[src/rtl/pg_diag_pkg.sv]
`default_nettype none
package pg_diag_pkg;
	// ****************************************************************
	// timing
	// ****************************************************************
	localparam int unsigned CLK_MHZ                = 100;
	localparam int unsigned LIMIT_PERSIST_US       = 20;
	localparam int unsigned LIMIT_PERSIST_CYCLES   = (LIMIT_PERSIST_US * CLK_MHZ > 0) ?
		LIMIT_PERSIST_US * CLK_MHZ : 1;
	localparam int unsigned HOLDOFF_US             = 800;
	localparam int unsigned HOLDOFF_DEFAULT_CYCLES = HOLDOFF_US * CLK_MHZ;

	// ****************************************************************
	// sizes
	// ****************************************************************
	localparam int unsigned NUM_BUCK   = 2;
	localparam int unsigned NUM_LIN    = 2;
	localparam int unsigned NUM_RAILS  = NUM_BUCK + NUM_LIN;
	localparam int unsigned ILIM_W     = 3;
	localparam int unsigned ILIM_STEP  = 4;
	localparam int unsigned AXI_ADDR_W = 8;

	// ****************************************************************
	// register offsets (byte addresses)
	// ****************************************************************
	localparam logic [AXI_ADDR_W-1:0] OFS_PG_CTRL_A = 8'h00;
	localparam logic [AXI_ADDR_W-1:0] OFS_PG_CTRL_B = 8'h04;
	localparam logic [AXI_ADDR_W-1:0] OFS_ILIM      = 8'h08;
	localparam logic [AXI_ADDR_W-1:0] OFS_FAULT     = 8'h0C;
	localparam logic [AXI_ADDR_W-1:0] OFS_INT       = 8'h10;
	localparam logic [AXI_ADDR_W-1:0] OFS_MASK      = 8'h14;
	localparam logic [AXI_ADDR_W-1:0] OFS_STAT     = 8'h18;

	localparam logic [1:0] RESP_OKAY   = 2'h0;
	localparam logic [1:0] RESP_SLVERR = 2'h2;

	// ****************************************************************
	// field layouts
	// ****************************************************************
	typedef struct packed {
		logic                 pg_pin_open_drain;
		logic                 pg_pin_polarity;
		logic [NUM_RAILS-1:0] rail_window_check_select;
		logic [NUM_LIN-1:0]   linear_rail_pg_select;
		logic [NUM_BUCK-1:0]  buck_rail_pg_select;
	} pg_ctrl_a_t;

	typedef struct packed {
		logic thermal_warn_threshold_sel;
		logic fault_holds_pg_inactive;
		logic pg_operating_mode;
		logic thermal_warn_pg_select;
	} pg_ctrl_b_t;

	typedef struct packed {
		logic                thermal_shutdown_irq_flag;
		logic                overvoltage_irq_flag;
		logic                thermal_warn_irq_flag;
		logic [NUM_LIN-1:0]  linear_limit_irq_flag;
		logic [NUM_BUCK-1:0] buck_limit_irq_flag;
	} irq_t;

	// ****************************************************************
	// reset values and mode codes
	// ****************************************************************
	localparam pg_ctrl_a_t          PG_CTRL_A_RST = 10'h100;
	localparam pg_ctrl_b_t          PG_CTRL_B_RST = 4'h0;
	localparam logic [ILIM_W-1:0]   ILIM_RST      = 3'h0;
	localparam irq_t                MASK_RST      = 7'h00;
	localparam logic                MODE_GATED    = 1'b0;
	localparam logic                MODE_CONT     = 1'b1;
endpackage
`default_nettype wire

[src/rtl/persist_filter.sv]
`default_nettype none
module persist_filter #(
	parameter int unsigned HOLD_CYCLES = pg_diag_pkg::LIMIT_PERSIST_CYCLES
) (
	// clock and reset
	input  wire logic clk,
	input  wire logic rst_n,
	input  wire logic ce,
	// condition and its persisted copy
	input  wire logic level,
	output logic      persisted
);
	// needs HOLD_CYCLES of at least 2
	localparam int unsigned      CNT_W = $clog2(HOLD_CYCLES);
	localparam logic [CNT_W-1:0] LAST  = CNT_W'(HOLD_CYCLES - 1);

	logic [CNT_W-1:0] cnt_q;

	always_ff @(posedge clk or negedge rst_n)
	begin
		if (!rst_n)
		begin
			cnt_q     <= '0;
			persisted <= 1'b0;
		end
		else if (ce)
		begin
			if (!level)
			begin
				cnt_q     <= '0;
				persisted <= 1'b0;
			end
			else if (cnt_q != LAST)
				cnt_q <= cnt_q + 1'b1;
			else
				persisted <= 1'b1;
		end
	end
endmodule
`default_nettype wire

[src/rtl/power_good_and_diag_monitor.sv]
// The register addresses and register access over AXI4-Lite were chosen for this implementation.
`default_nettype none
module power_good_and_diag_monitor #(
	parameter int unsigned HOLDOFF_CYCLES = pg_diag_pkg::HOLDOFF_DEFAULT_CYCLES
) (
	// clock, enable, reset
	input  wire logic                                     clk,
	input  wire logic                                     ce,
	input  wire logic                                     rst_n,
	// axi4-lite write
	input  wire logic [pg_diag_pkg::AXI_ADDR_W-1:0]       awaddr,
	input  wire logic                                     awvalid,
	output logic                                          awready,
	input  wire logic [31:0]                              wdata,
	input  wire logic [3:0]                               wstrb,
	input  wire logic                                     wvalid,
	output logic                                          wready,
	output logic [1:0]                                    bresp,
	output logic                                          bvalid,
	input  wire logic                                     bready,
	// axi4-lite read
	input  wire logic [pg_diag_pkg::AXI_ADDR_W-1:0]       araddr,
	input  wire logic                                     arvalid,
	output logic                                          arready,
	output logic [31:0]                                   rdata,
	output logic [1:0]                                    rresp,
	output logic                                          rvalid,
	input  wire logic                                     rready,
	// configuration load
	input  wire logic                                     otp_done,
	input  wire logic                                     otp_pg_mode,
	// rail monitors, index 0..1 buck, 2..3 linear
	input  wire logic [pg_diag_pkg::NUM_RAILS-1:0]        rail_enable,
	input  wire logic [pg_diag_pkg::NUM_RAILS-1:0]        rail_uv_ok,
	input  wire logic [pg_diag_pkg::NUM_RAILS-1:0]        rail_ov_ok,
	input  wire logic [pg_diag_pkg::NUM_RAILS-1:0]        rail_ramping,
	input  wire logic [pg_diag_pkg::NUM_RAILS-1:0]        rail_in_limit,
	// die and supply monitors
	input  wire logic                                     temp_above_warn_lo,
	input  wire logic                                     temp_above_warn_hi,
	input  wire logic                                     ovp_detect,
	input  wire logic                                     tsd_detect,
	// pins and analog settings
	output logic                                          power_good_out,
	output logic                                          power_good_oe,
	output logic                                          irq_line_n,
	output logic [pg_diag_pkg::NUM_BUCK-1:0][pg_diag_pkg::ILIM_W-1:0] buck_peak_limit_setting
);
	localparam int unsigned   NR     = pg_diag_pkg::NUM_RAILS;
	localparam int unsigned   HOLD_W = $clog2(HOLDOFF_CYCLES + 1);
	localparam logic [HOLD_W-1:0] HOLD_LOAD = HOLD_W'(HOLDOFF_CYCLES);

	logic                       rst_meta_q;
	logic                       rst_sync_n;
	logic                       aw_have_q;
	logic                       w_have_q;
	logic [pg_diag_pkg::AXI_ADDR_W-1:0] aw_addr_q;
	logic [31:0]                w_data_q;
	logic [3:0]                 w_strb_q;
	logic [31:0]                wmask;
	logic                       do_write;
	logic                       wr_hit;
	logic [31:0]                rd_data;
	logic                       rd_err;
	pg_diag_pkg::pg_ctrl_a_t    ctrl_a_q;
	pg_diag_pkg::pg_ctrl_b_t    ctrl_b_q;
	pg_diag_pkg::irq_t          int_q;
	pg_diag_pkg::irq_t          int_d;
	pg_diag_pkg::irq_t          mask_q;
	pg_diag_pkg::irq_t          mask_d;
	pg_diag_pkg::irq_t          int_set;
	pg_diag_pkg::irq_t          int_live;
	pg_diag_pkg::irq_t          int_clr;
	logic [NR-1:0]              rail_fault_latch_reg_q;
	logic [NR-1:0]              fault_set;
	logic [NR-1:0]              fault_clr;
	logic [NR-1:0]              limit_persist;
	logic [NR-1:0]              rail_ok;
	logic [NR-1:0]              rail_sel;
	logic [NR-1:0]              rail_bad;
	logic [NR-1:0]              ramp_en;
	logic [NR-1:0]              en_prev_q;
	logic [NR-1:0]              ramp_prev_q;
	logic                       started_q;
	logic                       thermal_warn_status;
	logic                       valid_all;
	logic                       cont_mode;
	logic                       en_rise;
	logic                       hold_trig;
	logic                       freeze;
	logic [HOLD_W-1:0]          hold_cnt_q;
	logic                       pg_q;
	logic                       pg_d;

	// ****************************************************************
	// reset release
	// ****************************************************************
	// runs without ce so that a frozen block still leaves reset cleanly
	always_ff @(posedge clk or negedge rst_n)
	begin
		if (!rst_n)
		begin
			rst_meta_q <= 1'b0;
			rst_sync_n <= 1'b0;
		end
		else
		begin
			rst_meta_q <= 1'b1;
			rst_sync_n <= rst_meta_q;
		end
	end

	// ****************************************************************
	// axi4-lite slave
	// ****************************************************************
	assign do_write = aw_have_q && w_have_q && !bvalid;
	assign wmask    = {{8{w_strb_q[3]}}, {8{w_strb_q[2]}}, {8{w_strb_q[1]}}, {8{w_strb_q[0]}}};
	assign wr_hit   = aw_addr_q[7:2] inside {pg_diag_pkg::OFS_PG_CTRL_A[7:2],
		pg_diag_pkg::OFS_PG_CTRL_B[7:2], pg_diag_pkg::OFS_ILIM[7:2],
		pg_diag_pkg::OFS_FAULT[7:2], pg_diag_pkg::OFS_INT[7:2],
		pg_diag_pkg::OFS_MASK[7:2], pg_diag_pkg::OFS_STAT[7:2]};

	always_ff @(posedge clk or negedge rst_sync_n)
	begin
		if (!rst_sync_n)
		begin
			awready   <= 1'b1;
			wready    <= 1'b1;
			aw_have_q <= 1'b0;
			w_have_q  <= 1'b0;
			aw_addr_q <= '0;
			w_data_q  <= '0;
			w_strb_q  <= '0;
			bvalid    <= 1'b0;
			bresp     <= pg_diag_pkg::RESP_OKAY;
		end
		else if (ce)
		begin
			if (awvalid && awready)
			begin
				aw_have_q <= 1'b1;
				aw_addr_q <= awaddr;
				awready   <= 1'b0;
			end
			if (wvalid && wready)
			begin
				w_have_q <= 1'b1;
				w_data_q <= wdata;
				w_strb_q <= wstrb;
				wready   <= 1'b0;
			end
			if (do_write)
			begin
				aw_have_q <= 1'b0;
				w_have_q  <= 1'b0;
				bvalid    <= 1'b1;
				bresp     <= wr_hit ? pg_diag_pkg::RESP_OKAY : pg_diag_pkg::RESP_SLVERR;
			end
			if (bvalid && bready)
			begin
				bvalid  <= 1'b0;
				awready <= 1'b1;
				wready  <= 1'b1;
			end
		end
	end

	always_comb
	begin
		rd_data = '0;
		rd_err  = 1'b0;
		unique case (araddr[7:2])
			pg_diag_pkg::OFS_PG_CTRL_A[7:2]: rd_data[9:0] = ctrl_a_q;
			pg_diag_pkg::OFS_PG_CTRL_B[7:2]: rd_data[3:0] = ctrl_b_q;
			pg_diag_pkg::OFS_ILIM[7:2]:
			begin
				for (int i = 0; i < pg_diag_pkg::NUM_BUCK; i++)
					rd_data[i*pg_diag_pkg::ILIM_STEP +: pg_diag_pkg::ILIM_W] =
						buck_peak_limit_setting[i];
			end
			pg_diag_pkg::OFS_FAULT[7:2]:     rd_data[NR-1:0] = rail_fault_latch_reg_q;
			pg_diag_pkg::OFS_INT[7:2]:       rd_data[6:0] = int_q;
			pg_diag_pkg::OFS_MASK[7:2]:      rd_data[6:0] = mask_q;
			// live limit status, warning, supply, shutdown, power-good state, rail validity
			pg_diag_pkg::OFS_STAT[7:2]:
				rd_data[11:0] = {rail_ok, pg_q, tsd_detect, ovp_detect,
					thermal_warn_status, rail_in_limit};
			default:                         rd_err = 1'b1;
		endcase
	end

	always_ff @(posedge clk or negedge rst_sync_n)
	begin
		if (!rst_sync_n)
		begin
			arready <= 1'b1;
			rvalid  <= 1'b0;
			rdata   <= '0;
			rresp   <= pg_diag_pkg::RESP_OKAY;
		end
		else if (ce)
		begin
			if (arvalid && arready)
			begin
				arready <= 1'b0;
				rvalid  <= 1'b1;
				rdata   <= rd_data;
				rresp   <= rd_err ? pg_diag_pkg::RESP_SLVERR : pg_diag_pkg::RESP_OKAY;
			end
			else if (rvalid && rready)
			begin
				rvalid  <= 1'b0;
				arready <= 1'b1;
			end
		end
	end

	// ****************************************************************
	// configuration registers
	// ****************************************************************
	always_ff @(posedge clk or negedge rst_sync_n)
	begin
		if (!rst_sync_n)
		begin
			ctrl_a_q <= pg_diag_pkg::PG_CTRL_A_RST;
			ctrl_b_q <= pg_diag_pkg::PG_CTRL_B_RST;
			mask_q   <= pg_diag_pkg::MASK_RST;
			for (int i = 0; i < pg_diag_pkg::NUM_BUCK; i++)
				buck_peak_limit_setting[i] <= pg_diag_pkg::ILIM_RST;
		end
		else if (ce)
		begin
			// the strap is caught when the load completes, not at reset
			if (otp_done && !started_q)
				ctrl_b_q.pg_operating_mode <= otp_pg_mode;
			if (do_write && aw_addr_q[7:2] == pg_diag_pkg::OFS_PG_CTRL_A[7:2])
				ctrl_a_q <= (ctrl_a_q & ~wmask[9:0]) | (w_data_q[9:0] & wmask[9:0]);
			if (do_write && aw_addr_q[7:2] == pg_diag_pkg::OFS_PG_CTRL_B[7:2])
				ctrl_b_q <= (ctrl_b_q & ~wmask[3:0]) | (w_data_q[3:0] & wmask[3:0]);
			mask_q <= mask_d;
			if (do_write && aw_addr_q[7:2] == pg_diag_pkg::OFS_ILIM[7:2] && w_strb_q[0])
			begin
				for (int i = 0; i < pg_diag_pkg::NUM_BUCK; i++)
					buck_peak_limit_setting[i] <=
						w_data_q[i*pg_diag_pkg::ILIM_STEP +: pg_diag_pkg::ILIM_W];
			end
		end
	end

	assign mask_d = (do_write && aw_addr_q[7:2] == pg_diag_pkg::OFS_MASK[7:2]) ?
		pg_diag_pkg::irq_t'((mask_q & ~wmask[6:0]) | (w_data_q[6:0] & wmask[6:0])) : mask_q;

	// ****************************************************************
	// interrupt flags
	// ****************************************************************
	genvar g;
	generate
		for (g = 0; g < NR; g++)
		begin : g_limit
			persist_filter #(
				.HOLD_CYCLES (pg_diag_pkg::LIMIT_PERSIST_CYCLES)
			) u_persist (
				.clk       (clk),
				.rst_n     (rst_sync_n),
				.ce        (ce),
				.level     (rail_in_limit[g]),
				.persisted (limit_persist[g])
			);
		end
	endgenerate

	assign thermal_warn_status = ctrl_b_q.thermal_warn_threshold_sel ?
		temp_above_warn_hi : temp_above_warn_lo;
	assign int_set  = {tsd_detect, ovp_detect, thermal_warn_status, limit_persist};
	assign int_live = {tsd_detect, ovp_detect, thermal_warn_status, rail_in_limit};
	assign int_clr  = (do_write && aw_addr_q[7:2] == pg_diag_pkg::OFS_INT[7:2]) ?
		pg_diag_pkg::irq_t'(w_data_q[6:0] & wmask[6:0]) : '0;
	// a clear is ignored while its cause is live; a new set wins over a clear
	assign int_d = (int_q & ~(int_clr & ~int_live)) | int_set;

	always_ff @(posedge clk or negedge rst_sync_n)
	begin
		if (!rst_sync_n)
			int_q <= '0;
		else if (ce)
			int_q <= int_d;
	end

	always_ff @(posedge clk or negedge rst_sync_n)
	begin
		if (!rst_sync_n)
			irq_line_n <= 1'b1;
		else if (ce)
			irq_line_n <= ~|(int_d & ~mask_d);
	end

	// ****************************************************************
	// rail monitoring and fault latches
	// ****************************************************************
	assign rail_ok   = rail_uv_ok & (~ctrl_a_q.rail_window_check_select | rail_ov_ok);
	assign rail_sel  = {ctrl_a_q.linear_rail_pg_select, ctrl_a_q.buck_rail_pg_select};
	assign rail_bad  = rail_sel & rail_enable & ~rail_ok;
	assign ramp_en   = rail_ramping & rail_enable;
	assign cont_mode = ctrl_b_q.pg_operating_mode == pg_diag_pkg::MODE_CONT;
	assign valid_all = !(|rail_bad) && !(ctrl_b_q.thermal_warn_pg_select && thermal_warn_status)
		&& !int_q.overvoltage_irq_flag && !int_q.thermal_shutdown_irq_flag;
	assign en_rise   = |(rail_enable & ~en_prev_q);
	assign hold_trig = en_rise || (|(ramp_en & ~ramp_prev_q));
	assign freeze    = !cont_mode && (hold_cnt_q != '0 || hold_trig);
	// faults are not taken while the hold-off or a ramp masks the rail
	assign fault_set = rail_bad & {NR{started_q}} &
		(cont_mode ? ~ramp_en : {NR{!freeze}});
	assign fault_clr = (do_write && aw_addr_q[7:2] == pg_diag_pkg::OFS_FAULT[7:2]) ?
		w_data_q[NR-1:0] & wmask[NR-1:0] : '0;

	always_ff @(posedge clk or negedge rst_sync_n)
	begin
		if (!rst_sync_n)
			rail_fault_latch_reg_q <= '0;
		else if (ce)
			rail_fault_latch_reg_q <= (rail_fault_latch_reg_q & ~fault_clr) | fault_set;
	end

	// ****************************************************************
	// power-good state
	// ****************************************************************
	always_ff @(posedge clk or negedge rst_sync_n)
	begin
		if (!rst_sync_n)
		begin
			en_prev_q   <= '0;
			ramp_prev_q <= '0;
			started_q   <= 1'b0;
		end
		else if (ce)
		begin
			en_prev_q   <= rail_enable;
			ramp_prev_q <= ramp_en;
			if (otp_done)
				started_q <= 1'b1;
		end
	end

	always_ff @(posedge clk or negedge rst_sync_n)
	begin
		if (!rst_sync_n)
			hold_cnt_q <= '0;
		else if (ce)
		begin
			if (!cont_mode && hold_trig)
				hold_cnt_q <= HOLD_LOAD;
			else if (hold_cnt_q != '0)
				hold_cnt_q <= hold_cnt_q - 1'b1;
		end
	end

	always_comb
	begin
		pg_d = pg_q;
		if (!started_q)
			pg_d = otp_done;
		else if (cont_mode)
			pg_d = !en_rise && valid_all && !(|ramp_en) &&
				!(ctrl_b_q.fault_holds_pg_inactive && |rail_fault_latch_reg_q);
		else if (!freeze)
			pg_d = valid_all && !(|rail_fault_latch_reg_q) && !(|fault_set);
	end

	always_ff @(posedge clk or negedge rst_sync_n)
	begin
		if (!rst_sync_n)
		begin
			pg_q           <= 1'b0;
			power_good_out <= 1'b0;
			power_good_oe  <= 1'b1;
		end
		else if (ce)
		begin
			pg_q           <= pg_d;
			power_good_out <= pg_d ~^ ctrl_a_q.pg_pin_polarity;
			// open drain only pulls the pin low
			power_good_oe  <= !ctrl_a_q.pg_pin_open_drain ||
				!(pg_d ~^ ctrl_a_q.pg_pin_polarity);
		end
	end
endmodule
`default_nettype wire

[config.mk]
export PLATFORM = sky130hd
export DESIGN_NAME = power_good_and_diag_monitor
export DESIGN_NICKNAME = d
export VERILOG_FILES = /design/src/rtl/pg_diag_pkg.sv /design/src/rtl/persist_filter.sv /design/src/rtl/power_good_and_diag_monitor.sv
export SDC_FILE = /design/constraint.sdc
export NUM_CORES = 1
export LEC_CHECK = 0
export BUFFER_PORTS_ARGS = -buffer_cell sky130_fd_sc_hd__buf_2
export CAP_MARGIN = 10
export CELL_PAD_IN_SITES_DETAIL_PLACEMENT = 0
export CELL_PAD_IN_SITES_GLOBAL_PLACEMENT = 1
export CORE_MARGIN = 5
export CORE_UTILIZATION = 44
export DETAILED_ROUTE_END_ITERATION = 8
export PLACE_DENSITY = 0.9
export SKIP_LAST_GASP = 1
export SLEW_MARGIN = 15
export SYNTH_ARGS = -nofsm -noshare
export SYNTH_HDL_FRONTEND = slang
export SYNTH_SLANG_ARGS = --single-unit
[constraint.sdc]
create_clock -name clk -period 6.3 [get_ports clk]
set_input_delay 0.63 -clock clk [delete_from_list [all_inputs] [get_ports clk]]
set_output_delay 0.63 -clock clk [all_outputs]
set_load 0.01 [all_outputs]
==> results of run 1 <==
[placed cells by master, fill, tap and decap left out, drive strengths merged, types with 4 or more instances in the layout]
cell	n
dfrtp	151
nand2	95
buf	89
nor2	77
mux2	57
o21ai	50
nand3	41
inv	31
a21oi	26
xor2	24
conb	23
nor3	18
clkbuf	17
nand2b	14
xnor2	14
mux2i	13
or3	12
nand4	10
a22o	7
or4	7
nor2b	6
and3	6
a21boi	6
a31oi	6
ha	6
dfstp	6
nor4	5
and4	5
a32o	5
nand3b	5
a32oi	5
a222oi	5
o2111ai	5
o31ai	4
or2	4
clkinv	4
[kinds of logic (layout without fill, tap and decap cells)]
family	Yosys count	count (layout)	synth area share
multiplexers	70	70	0.0977
AO/OA/AOI/OAI	137	137	0.114
adder cells (fa/ha/maj)	6	6	0.00950
XOR/XNOR	38	38	0.0421
buffers and inverters	68	145	0.0429
flip-flops	157	157	0.498
AND/OR/NAND/NOR	315	315	0.195
other	2	23	0.000950
[worst max path at each step]
stage / start / endpoint / slack [ns] / cells past startpoint
after floorplan: rst_sync_n / asynchronous set/reset pin / 1.61 / 0
after global placement: ce / register / 3.12 / 8
after detailed placement: ce / register / 3.11 / 8
after CTS: ce / register / 3.57 / 8
after global routing: aw_addr_q[5] / irq_line_n / 3.30 / 7
final: ce / register / 3.54 / 8
[flip-flops by register name, summed over array words and instances (netlist names), 2 cells and up, named ones only]
| register | flops |
|---|---|
| ramp_prev_q | 4 |
| g_limit.u_persist.cnt_q | 44 |
| w_strb_q | 2 |
| w_data_q | 10 |
| g_limit.u_persist.persisted | 4 |
| int_q | 7 |
| mask_q | 7 |
| rdata | 12 |
| buck_peak_limit_setting | 6 |
| rail_fault_latch_reg_q | 4 |
| en_prev_q | 4 |
| hold_cnt_q | 17 |
| aw_addr_q | 6 |
[metal layers]
metal	vias up	wire [um]
met1	2979	8340
met5	-	11
met4	2	274
li1	2952	-
met2	154	8820
met3	21	1210
[worst max-delay path: stages]
cell	delay, ns
buf_2	0.10
inv_1	0.04
buf_4	0.21
or3_1	0.45
nor3_1	0.50
nand2_1	0.09
nor2_1	0.63
mux2_2	0.41
[metrics by stage]
step,hold WS [ns],power (mW),std cells,util,worst slack (ns)
6_report,0.352,2.93,1120,0.508,3.54
5_1_grt,0.352,3.09,1120,0.508,3.30
4_1_cts,0.347,2.95,1120,0.508,3.57
3_5_place_dp,0.337,1.92,1087,0.475,3.11
3_3_place_gp,0.334,1.90,1087,0.475,3.12
2_1_floorplan,0.331,1.74,814,-,1.61
[Yosys cell counts (6+ instances only)]
cell type | number | area share
a21oi_1 | 26 | 0.016
clkbuf_1 | 18 | 0.0085
or3_1 | 12 | 0.0095
dfstp_2 | 6 | 0.020
buf_4 | 22 | 0.021
nor2_1 | 77 | 0.037
xor2_1 | 24 | 0.027
a22o_1 | 7 | 0.0078
mux2_2 | 57 | 0.081
dfrtp_1 | 151 | 0.48
nand2b_1 | 14 | 0.011
nand4_1 | 10 | 0.0079
nand3_1 | 41 | 0.026
o21ai_0 | 49 | 0.031
inv_1 | 23 | 0.011
nor3_1 | 17 | 0.011
nor2b_1 | 6 | 0.0047
xnor2_1 | 14 | 0.016
a21boi_0 | 6 | 0.0057
ha_1 | 6 | 0.0095
mux2i_1 | 13 | 0.016
a31oi_1 | 6 | 0.0047
nand2_1 | 95 | 0.045
and3_1 | 6 | 0.0047
[report_power, final]
part	switching (mW)	internal [mW]
combinational	0.245	0.243
sequential	0.227	1.19
clock	0.458	0.558
total	0.930	2.00
[final cells by class]
cell class | instances | area, um2 | area share
Sequential cell | 157 | 3940 | 0.435
Tap cell | 229 | 287 | 0.0316
Inverter | 23 | 86.3 | 0.00952
Multi-Input combinational cell | 589 | 3710 | 0.409
Timing Repair Buffer | 90 | 465 | 0.0513
Clock inverter | 15 | 154 | 0.0170
Clock buffer | 17 | 425 | 0.0469
==> results.py, run 1 <==
metrics = {
    "synth": {
        "async_reset_ff_frac": 1.00,
        "yosysUniqueCellTypes": 62,
        "syn_inst": 793,
        "syn_area_mm2": 0.00790,
        "ys_warn_count": 0,
        "synth-seq-cells": 157,
        "synth_seq_area_share": 0.498,
        "avgSynthCellArea_um2": 9.97,
        "synth-edff-count": 0,
        "ys_dominant_reg_cell": "dfrtp_1",
    },
    "worst_hold_path": {
        "hp-class": "reg2reg",
        "hold_end": "rst_sync_n",
        "holdPathStages": 0,
        "min-delay-start": "rst_meta_q",
    },
    "worst_setup_path": {
        "cp.required_ns": 6.62,
        "worstPathArrival_ns": 3.07,
        "worst-setup-path-type": "in2reg",
        "crit-reg2reg-launch": "bvalid",
        "critPathMaxFanout": 21,
        "cp-end-kind": "register",
        "startpoint_type": "input port",
        "reg2regPathDepth": 5,
        "r2r_setup_slack_ns": 3.63,
    },
    "power_and_ir_drop": {
        "power_density_mw_per_mm2": 323,
        "vdd_drop_max_mv": 0.216,
        "power_leakage_nw": 4.11,
    },
    "clock_network": {
        "post-cts-setup-buffers": 0,
        "cts_sinks": 157,
        "clockRootBuffer": "clkbuf_16",
        "cts.clk_slew.worst_paths_ns": 0.07,
        "htree_levels": 4,
        "tritoncts": "done",
        "ctsResizeCount": 0,
        "hold_buffers": 1,
        "clk_latency_ns": 0.44,
        "clock_path_buffers": 2,
        "cts-buffers-inserted": 17,
    },
    "status": {
        "status": "complete, no violations",
    },
    "drt": {
        "vias": 6108,
        "ant_nets": 0,
        "drt_iter0_drc": 398,
        "wl_per_cell_um": 16.7,
        "via_per_inst": 5.45,
        "dr.pass1.iters": 5,
        "drc_errors": 0,
        "routed_wl_mm": 18.7,
    },
    "final_layout": {
        "drive_above_1_share": 0.219,
        "final_nets": 970,
        "final_cell_area_mm2": 0.00906,
        "areaGrowthSynthToFinish_pct": 14.7,
        "diodes": 0,
        "nFillCells": 1648,
    },
    "sta": {
        "period_share": 0.437,
        "worst_pin_slew_ns": 0.997,
        "tns_ns": 0,
        "finalCriticalPeriod_ns": 2.76,
        "slew_viol_final": 0,
        "timing.fmax_mhz": 363,
        "clock_skew_ns": 0.0131,
        "slew_headroom": 0.335,
        "setup_violations": 0,
        "finalHoldViolCount": 0,
        "rsz0062_at_grt": "false",
    },
    "die": {
        "io_pins": 136,
        "row_count": 49,
        "initial_core_util": 0.443,
        "fp.dieW_um": 144,
        "coreArea_mm2": 0.0178,
        "die_y_um": 144,
        "die_area_mm2": 0.0207,
    },
    "global_route": {
        "grt_pass1_wl_mm": 30.6,
        "use_met1": 0.261,
        "top_usage_layer": "met2",
        "grtUsageTotal": 0.188,
        "grt_max_degree": 80,
        "grt_pass1_vias": 5830,
        "gr-usage-met2": 0.289,
        "grt_overflow": 0,
        "grtUsageMet3": 0.0509,
        "antenna_found_initial": 1,
    },
    "place": {
        "dpl-instance-area_mm2": 0.00848,
        "gp_congestion": 0.872,
        "portBuffers": 85,
        "dp_hpwl_mm": 13.3,
    },
    "job": {
        "maxCapViolations": 0,
    },
}
Note: power is estimated with default switching activity, not from simulation.
==> run 2, diff against run 1 <==
Settings changed: CORE_UTILIZATION 44 to 39, PLACE_DENSITY 0.9 to 0.85.
Clock period 6.3 ns to 2.25 ns, I/O delays scaled along.
==> run 2 against run 1 <==
Effect of this change:
- the flow now finishes with violations (setup timing)
- first-iteration DRC count is 23% lower
- routed wire length is 6.2% higher
- via count is 4.5% higher
- setup slack worse by 3.7 ns
- utilization is 2.1 points lower
- die area is 12% higher
- clock skew is 0.0036 ns lower
- register-to-register slack worse by 3.7 ns
- critical path type is now reg2reg
- highest routed layer unchanged
==> results.py, run 2 (synthesis results as in run 1) <==
metrics = {
    "status": {
        "status": "finished, violations left",
        "violations": "setup timing",
    },
    "sta": {
        "worst_slack_ns": -0.119,
        "finalHoldViolCount": 0,
        "rsz0062_at_grt": "true",
        "worst_pin_slew_ns": 0.605,
        "tns_ns": -0.268,
        "timing.hold.ws_ns": 0.0236,
        "timing.fmax_mhz": 422,
        "period_share": 1.05,
        "clock_skew_ns": 0.00949,
        "slew_headroom": 0.597,
        "setup_violations": 5,
        "slew_viol_final": 0,
        "finalCriticalPeriod_ns": 2.37,
    },
    "final_layout": {
        "final_common_cell": "dfrtp_1",
        "diodes": 0,
        "drive_above_1_share": 0.295,
        "areaGrowthSynthToFinish_pct": 23.8,
        "reg_top3": "g_limit.u_persist.cnt_q x44, hold_cnt_q x17, rdata x12",
        "final_nets": 1037,
        "final_cells": 1227,
        "final_cell_area_mm2": 0.00978,
        "largest_register_ffs": 44,
        "regMostFlops": "g_limit.u_persist.cnt_q",
        "most-common-layout-cells": "dfrtp_1 (150), nand2_1 (94), buf_2 (85)",
    },
    "die": {
        "fp.dieW_um": 152,
        "initial_core_util": 0.393,
        "row_count": 52,
        "die_area_mm2": 0.0232,
        "io_pins": 136,
        "coreArea_mm2": 0.0201,
        "die_y_um": 152,
    },
    "worst_setup_path": {
        "critPathMaxFanout": 3,
        "crit-reg2reg-launch": "rail_fault_latch_reg_q[2]",
        "startpoint_type": "register",
        "worstPathArrival_ns": 2.68,
        "reg2regPathDepth": 6,
        "cp.required_ns": 2.56,
        "worst-setup-path-type": "reg2reg",
        "r2r-end": "power_good_out",
        "r2r_setup_slack_ns": -0.12,
        "cp-end-kind": "register",
    },
    "power_and_ir_drop": {
        "power_leakage_nw": 4.44,
        "p_sw_mw": 2.66,
        "internal_power_mw": 5.87,
        "swShare": 0.312,
        "power_density_mw_per_mm2": 872,
        "clock_power_share": 0.309,
        "vdd_drop_max_mv": 0.527,
        "pwr-share-comb": 0.232,
        "p_seq_frac": 0.460,
    },
    "clock_network": {
        "clock_path_buffers": 2,
        "htree_levels": 4,
        "cts-buffers-inserted": 17,
        "clockRootBuffer": "clkbuf_16",
        "cts_sinks": 157,
        "cts.clk_slew.worst_paths_ns": 0.06,
        "tritoncts": "done",
        "clk_latency_ns": 0.43,
    },
    "global_route": {
        "grt_max_degree": 57,
        "grt_pass1_wl_mm": 31.9,
        "grt_pass1_vias": 6354,
        "antenna_found_initial": 1,
        "grt_overflow": 0,
        "grtUsageTotal": 0.168,
    },
    "drt": {
        "ant_nets": 0,
        "via_per_inst": 5.20,
        "vias": 6383,
        "wl_per_cell_um": 16.1,
        "routed_wl_mm": 19.8,
        "drt_iter0_drc": 308,
        "dr.pass1.iters": 8,
        "drc_errors": 0,
    },
    "place": {
        "portBuffers": 85,
        "dp_cells": 1189,
        "dpl-instance-area_mm2": 0.00903,
        "gp_congestion": 0.847,
        "dp_hpwl_mm": 14.3,
        "post-place-ws_ns": -0.240,
    },
    "worst_hold_path": {
        "holdPathStages": 2,
        "hp-class": "in2reg",
        "min-delay-start": "wdata[6]",
        "hold_end": "w_data_q[6]",
    },
    "job": {
        "maxCapViolations": 0,
    },
}
[run 2: stage by stage]
step	utilization	power, mW
3_5_place_dp	0.449	5.73
3_3_place_gp	0.449	5.66
4_1_cts	0.481	8.49
5_1_grt	0.487	8.99
6_report	0.487	8.53
2_1_floorplan	-	4.88
[run 2: cell type report]
class                           instances  area, um2
Fill cell                            1857      10300
Sequential cell                       157       3940
Multi-Input combinational cell        589       3850
Timing Repair Buffer                  157       1030
Clock buffer                           21        470
Tap cell                              270        338
Inverter                               23       86.3
Clock inverter                         10       67.6
[run 2: worst max path at each step]
stage	endpoint	startpoint	slack, ns	cells past startpoint
floorplan	power_good_out	hold_cnt_q[3]	-0.17	6
global route	power_good_out	rail_fault_latch_reg_q[2]	-0.19	6
detailed placement	power_good_out	rail_fault_latch_reg_q[1]	-0.24	6
global placement	power_good_out	rail_fault_latch_reg_q[1]	-0.21	6
finish	power_good_out	rail_fault_latch_reg_q[2]	-0.12	6
CTS	power_good_out	rail_fault_latch_reg_q[2]	-0.09	6
[run 2: layer usage]
metal | GRT usage | up-vias | share of wire
li1 | - | 3092 | -
met1 | 0.218 | 3127 | 0.45
met2 | 0.278 | 132 | 0.49
met3 | 0.0352 | 30 | 0.043
met4 | 0.0608 | 2 | 0.023
met5 | 0 | - | 0.00035
[run 2: repair_timing]
action / CTS / global route
hold endpoints to repair: 3 / 0
hold buffers: 2 / 0
gates resized for setup: 12 / 23
endpoints found under the setup margin: 10 / 40
buffers inserted: 2 / 3
pin swaps: 10 / 14
[run 2: power groups by stage]
| stage | sequential (mW) | clock (mW) | combinational [mW] |
|---|---|---|---|
| floorplan | 3.80 | 0 | 1.08 |
| global placement | 3.90 | 0 | 1.76 |
| detailed placement | 3.93 | 0 | 1.80 |
| CTS | 3.89 | 2.69 | 1.91 |
| global route | 3.99 | 2.81 | 2.18 |
| finish | 3.92 | 2.63 | 1.98 |
[run 2: worst max-delay path, stage by stage (launching register included)]
cell and delay [ns]:
dfrtp_1 0.39, or4_4 0.56, a2111oi_4 0.19, nand3_1 0.13, or4_4 0.55, and2_4 0.16
a221o_1 0.28
==> run 3, diff against run 2 <==
Settings changed: CORE_ASPECT_RATIO set to 0.8.
==> run 3 against run 2 <==
Effect of this change:
- the run still ends with setup timing left
- routed wire length rose by 1.3%
- setup slack improved by 0.033 ns
- sequential power barely moved
- critical endpoint unchanged
- largest power group unchanged
==> results.py, run 3 (synthesis results as in run 1) <==
metrics = {
    "power_and_ir_drop": {
        "vdd_drop_max_mv": 0.552,
        "power_leakage_nw": 4.47,
        "power_density_mw_per_mm2": 906,
    },
    "clock_network": {
        "cts-buffers-inserted": 17,
        "cts.clk_slew.worst_paths_ns": 0.06,
        "clk_latency_ns": 0.43,
        "htree_levels": 4,
        "clockRootBuffer": "clkbuf_16",
        "tritoncts": "done",
        "cts_sinks": 157,
        "clock_path_buffers": 2,
    },
    "global_route": {
        "grt_max_degree": 62,
        "antenna_found_initial": 0,
        "grt_pass1_vias": 6093,
        "grt_overflow": 0,
        "grt_pass1_wl_mm": 32.3,
        "grtUsageTotal": 0.176,
    },
    "worst_setup_path": {
        "crit-reg2reg-launch": "rail_fault_latch_reg_q[3]",
        "worst-setup-path-type": "reg2reg",
        "r2r-end": "power_good_out",
        "reg2regPathDepth": 6,
        "r2r_setup_slack_ns": -0.09,
        "cp.required_ns": 2.56,
        "startpoint_type": "register",
        "worstPathArrival_ns": 2.64,
        "critPathMaxFanout": 3,
        "cp-end-kind": "register",
    },
    "die": {
        "initial_core_util": 0.398,
        "row_count": 46,
        "fp.dieW_um": 169,
        "io_pins": 136,
        "coreArea_mm2": 0.0199,
        "die_area_mm2": 0.0232,
        "die_y_um": 137,
    },
    "sta": {
        "setup_violations": 3,
        "timing.hold.ws_ns": 0.0255,
        "worst_pin_slew_ns": 0.760,
        "slew_viol_final": 0,
        "clock_skew_ns": 0.0103,
        "finalHoldViolCount": 0,
        "timing.fmax_mhz": 428,
        "slew_headroom": 0.480,
        "worst_slack_ns": -0.0859,
        "finalCriticalPeriod_ns": 2.34,
        "period_share": 1.04,
        "rsz0062_at_grt": "true",
    },
    "drt": {
        "vias": 6380,
        "wl_met1_mm": 9.87,
        "via_per_inst": 5.23,
        "drc_errors": 0,
        "wl_met3_mm": 1.03,
        "wl_per_cell_um": 16.5,
        "dr.pass1.iters": 6,
        "dr_wl_met2_mm": 8.98,
        "ant_nets": 0,
        "top_layer_used": "met4",
        "drt_iter0_drc": 618,
        "routed_wl_mm": 20.1,
    },
    "final_layout": {
        "regMostFlops": "g_limit.u_persist.cnt_q",
        "final_nets": 1034,
        "largest_register_ffs": 44,
        "areaGrowthSynthToFinish_pct": 23.9,
        "reg_top3": "g_limit.u_persist.cnt_q x44, hold_cnt_q x17, rdata x12",
        "register_area_mm2": 0.00394,
        "most-common-layout-cells": "dfrtp_1 (150), nand2_1 (93), buf_2 (85)",
        "final_common_cell": "dfrtp_1",
        "nFillCells": 1815,
        "drive_above_1_share": 0.293,
        "final_cell_area_mm2": 0.00979,
        "diodes": 0,
        "multi_input_area_mm2": 0.00384,
    },
    "worst_hold_path": {
        "hold_end": "w_data_q[6]",
        "holdPathStages": 2,
        "min-delay-start": "wdata[6]",
        "hp-class": "in2reg",
    },
    "status": {
        "violations": "setup timing",
        "status": "finished, violations left",
    },
    "place": {
        "dp_hpwl_mm": 14.2,
        "portBuffers": 85,
        "post-place-ws_ns": -0.240,
        "dpl-instance-area_mm2": 0.00898,
        "gp_congestion": 0.865,
    },
    "job": {
        "maxCapViolations": 0,
    },
}
[run 3: area by class of cell]
cell class	count	share of cell area
clock inverter	9	0.0110
timing repair buffer	154	0.101
inverter	23	0.00882
multi-input combinational	589	0.392
sequential	157	0.402
tap	264	0.0337
clock buffer	23	0.0509
[run 3: worst max-delay path by stage]
stage / start / to / slack (ns) / depth (start not counted)
global route: rail_fault_latch_reg_q[3] / power_good_out / -0.13 / 6
floorplan: hold_cnt_q[3] / power_good_out / -0.17 / 6
CTS: rail_fault_latch_reg_q[2] / power_good_out / -0.07 / 6
finish: rail_fault_latch_reg_q[3] / power_good_out / -0.09 / 6
global placement: rail_fault_latch_reg_q[1] / power_good_out / -0.22 / 6
detailed placement: rail_fault_latch_reg_q[1] / power_good_out / -0.24 / 6
[run 3: per-stage QoR]
stage               power [mW]   util  std cells  setup TNS [ns]
floorplan                 4.88      -        814          -0.305
global placement          5.67  0.452       1179          -0.512
detailed placement        5.73  0.452       1179          -0.783
CTS                       8.79  0.487       1213          -0.102
global route              9.34  0.493       1219          -0.648
finish                    8.88  0.493       1219          -0.169
[run 3: routing by layer]
| metal | vias to the layer above | track usage |
|---|---|---|
| li1 | 3089 | - |
| met1 | 3135 | 0.263 |
| met2 | 139 | 0.260 |
| met3 | 17 | 0.0376 |
| met4 | 0 | 0.0447 |
| met5 | - | 0 |
[run 3: power breakdown]
part,total (mW),internal [mW],switching (mW)
sequential,3.90,3.35,0.555
combinational,2.02,1.06,0.962
clock,2.95,1.78,1.17
total,8.88,6.19,2.69
[run 3: worst max-delay path: stages, from the launching register on]
cell and delay [ns]:
dfrtp_1 0.38, or4_4 0.56, a2111oi_4 0.19, nand3_1 0.12
or4_4 0.53, and2_4 0.16, a221o_1 0.28
[run 3: timing repair]
item | 4_1_cts | 5_1_grt
buffers inserted | 0 | 6
pin swaps | 10 | 14
hold buffers | 2 | 0
endpoints found under the setup margin | 12 | 36
gates resized for setup | 12 | 23
hold endpoints to repair | 3 | 0
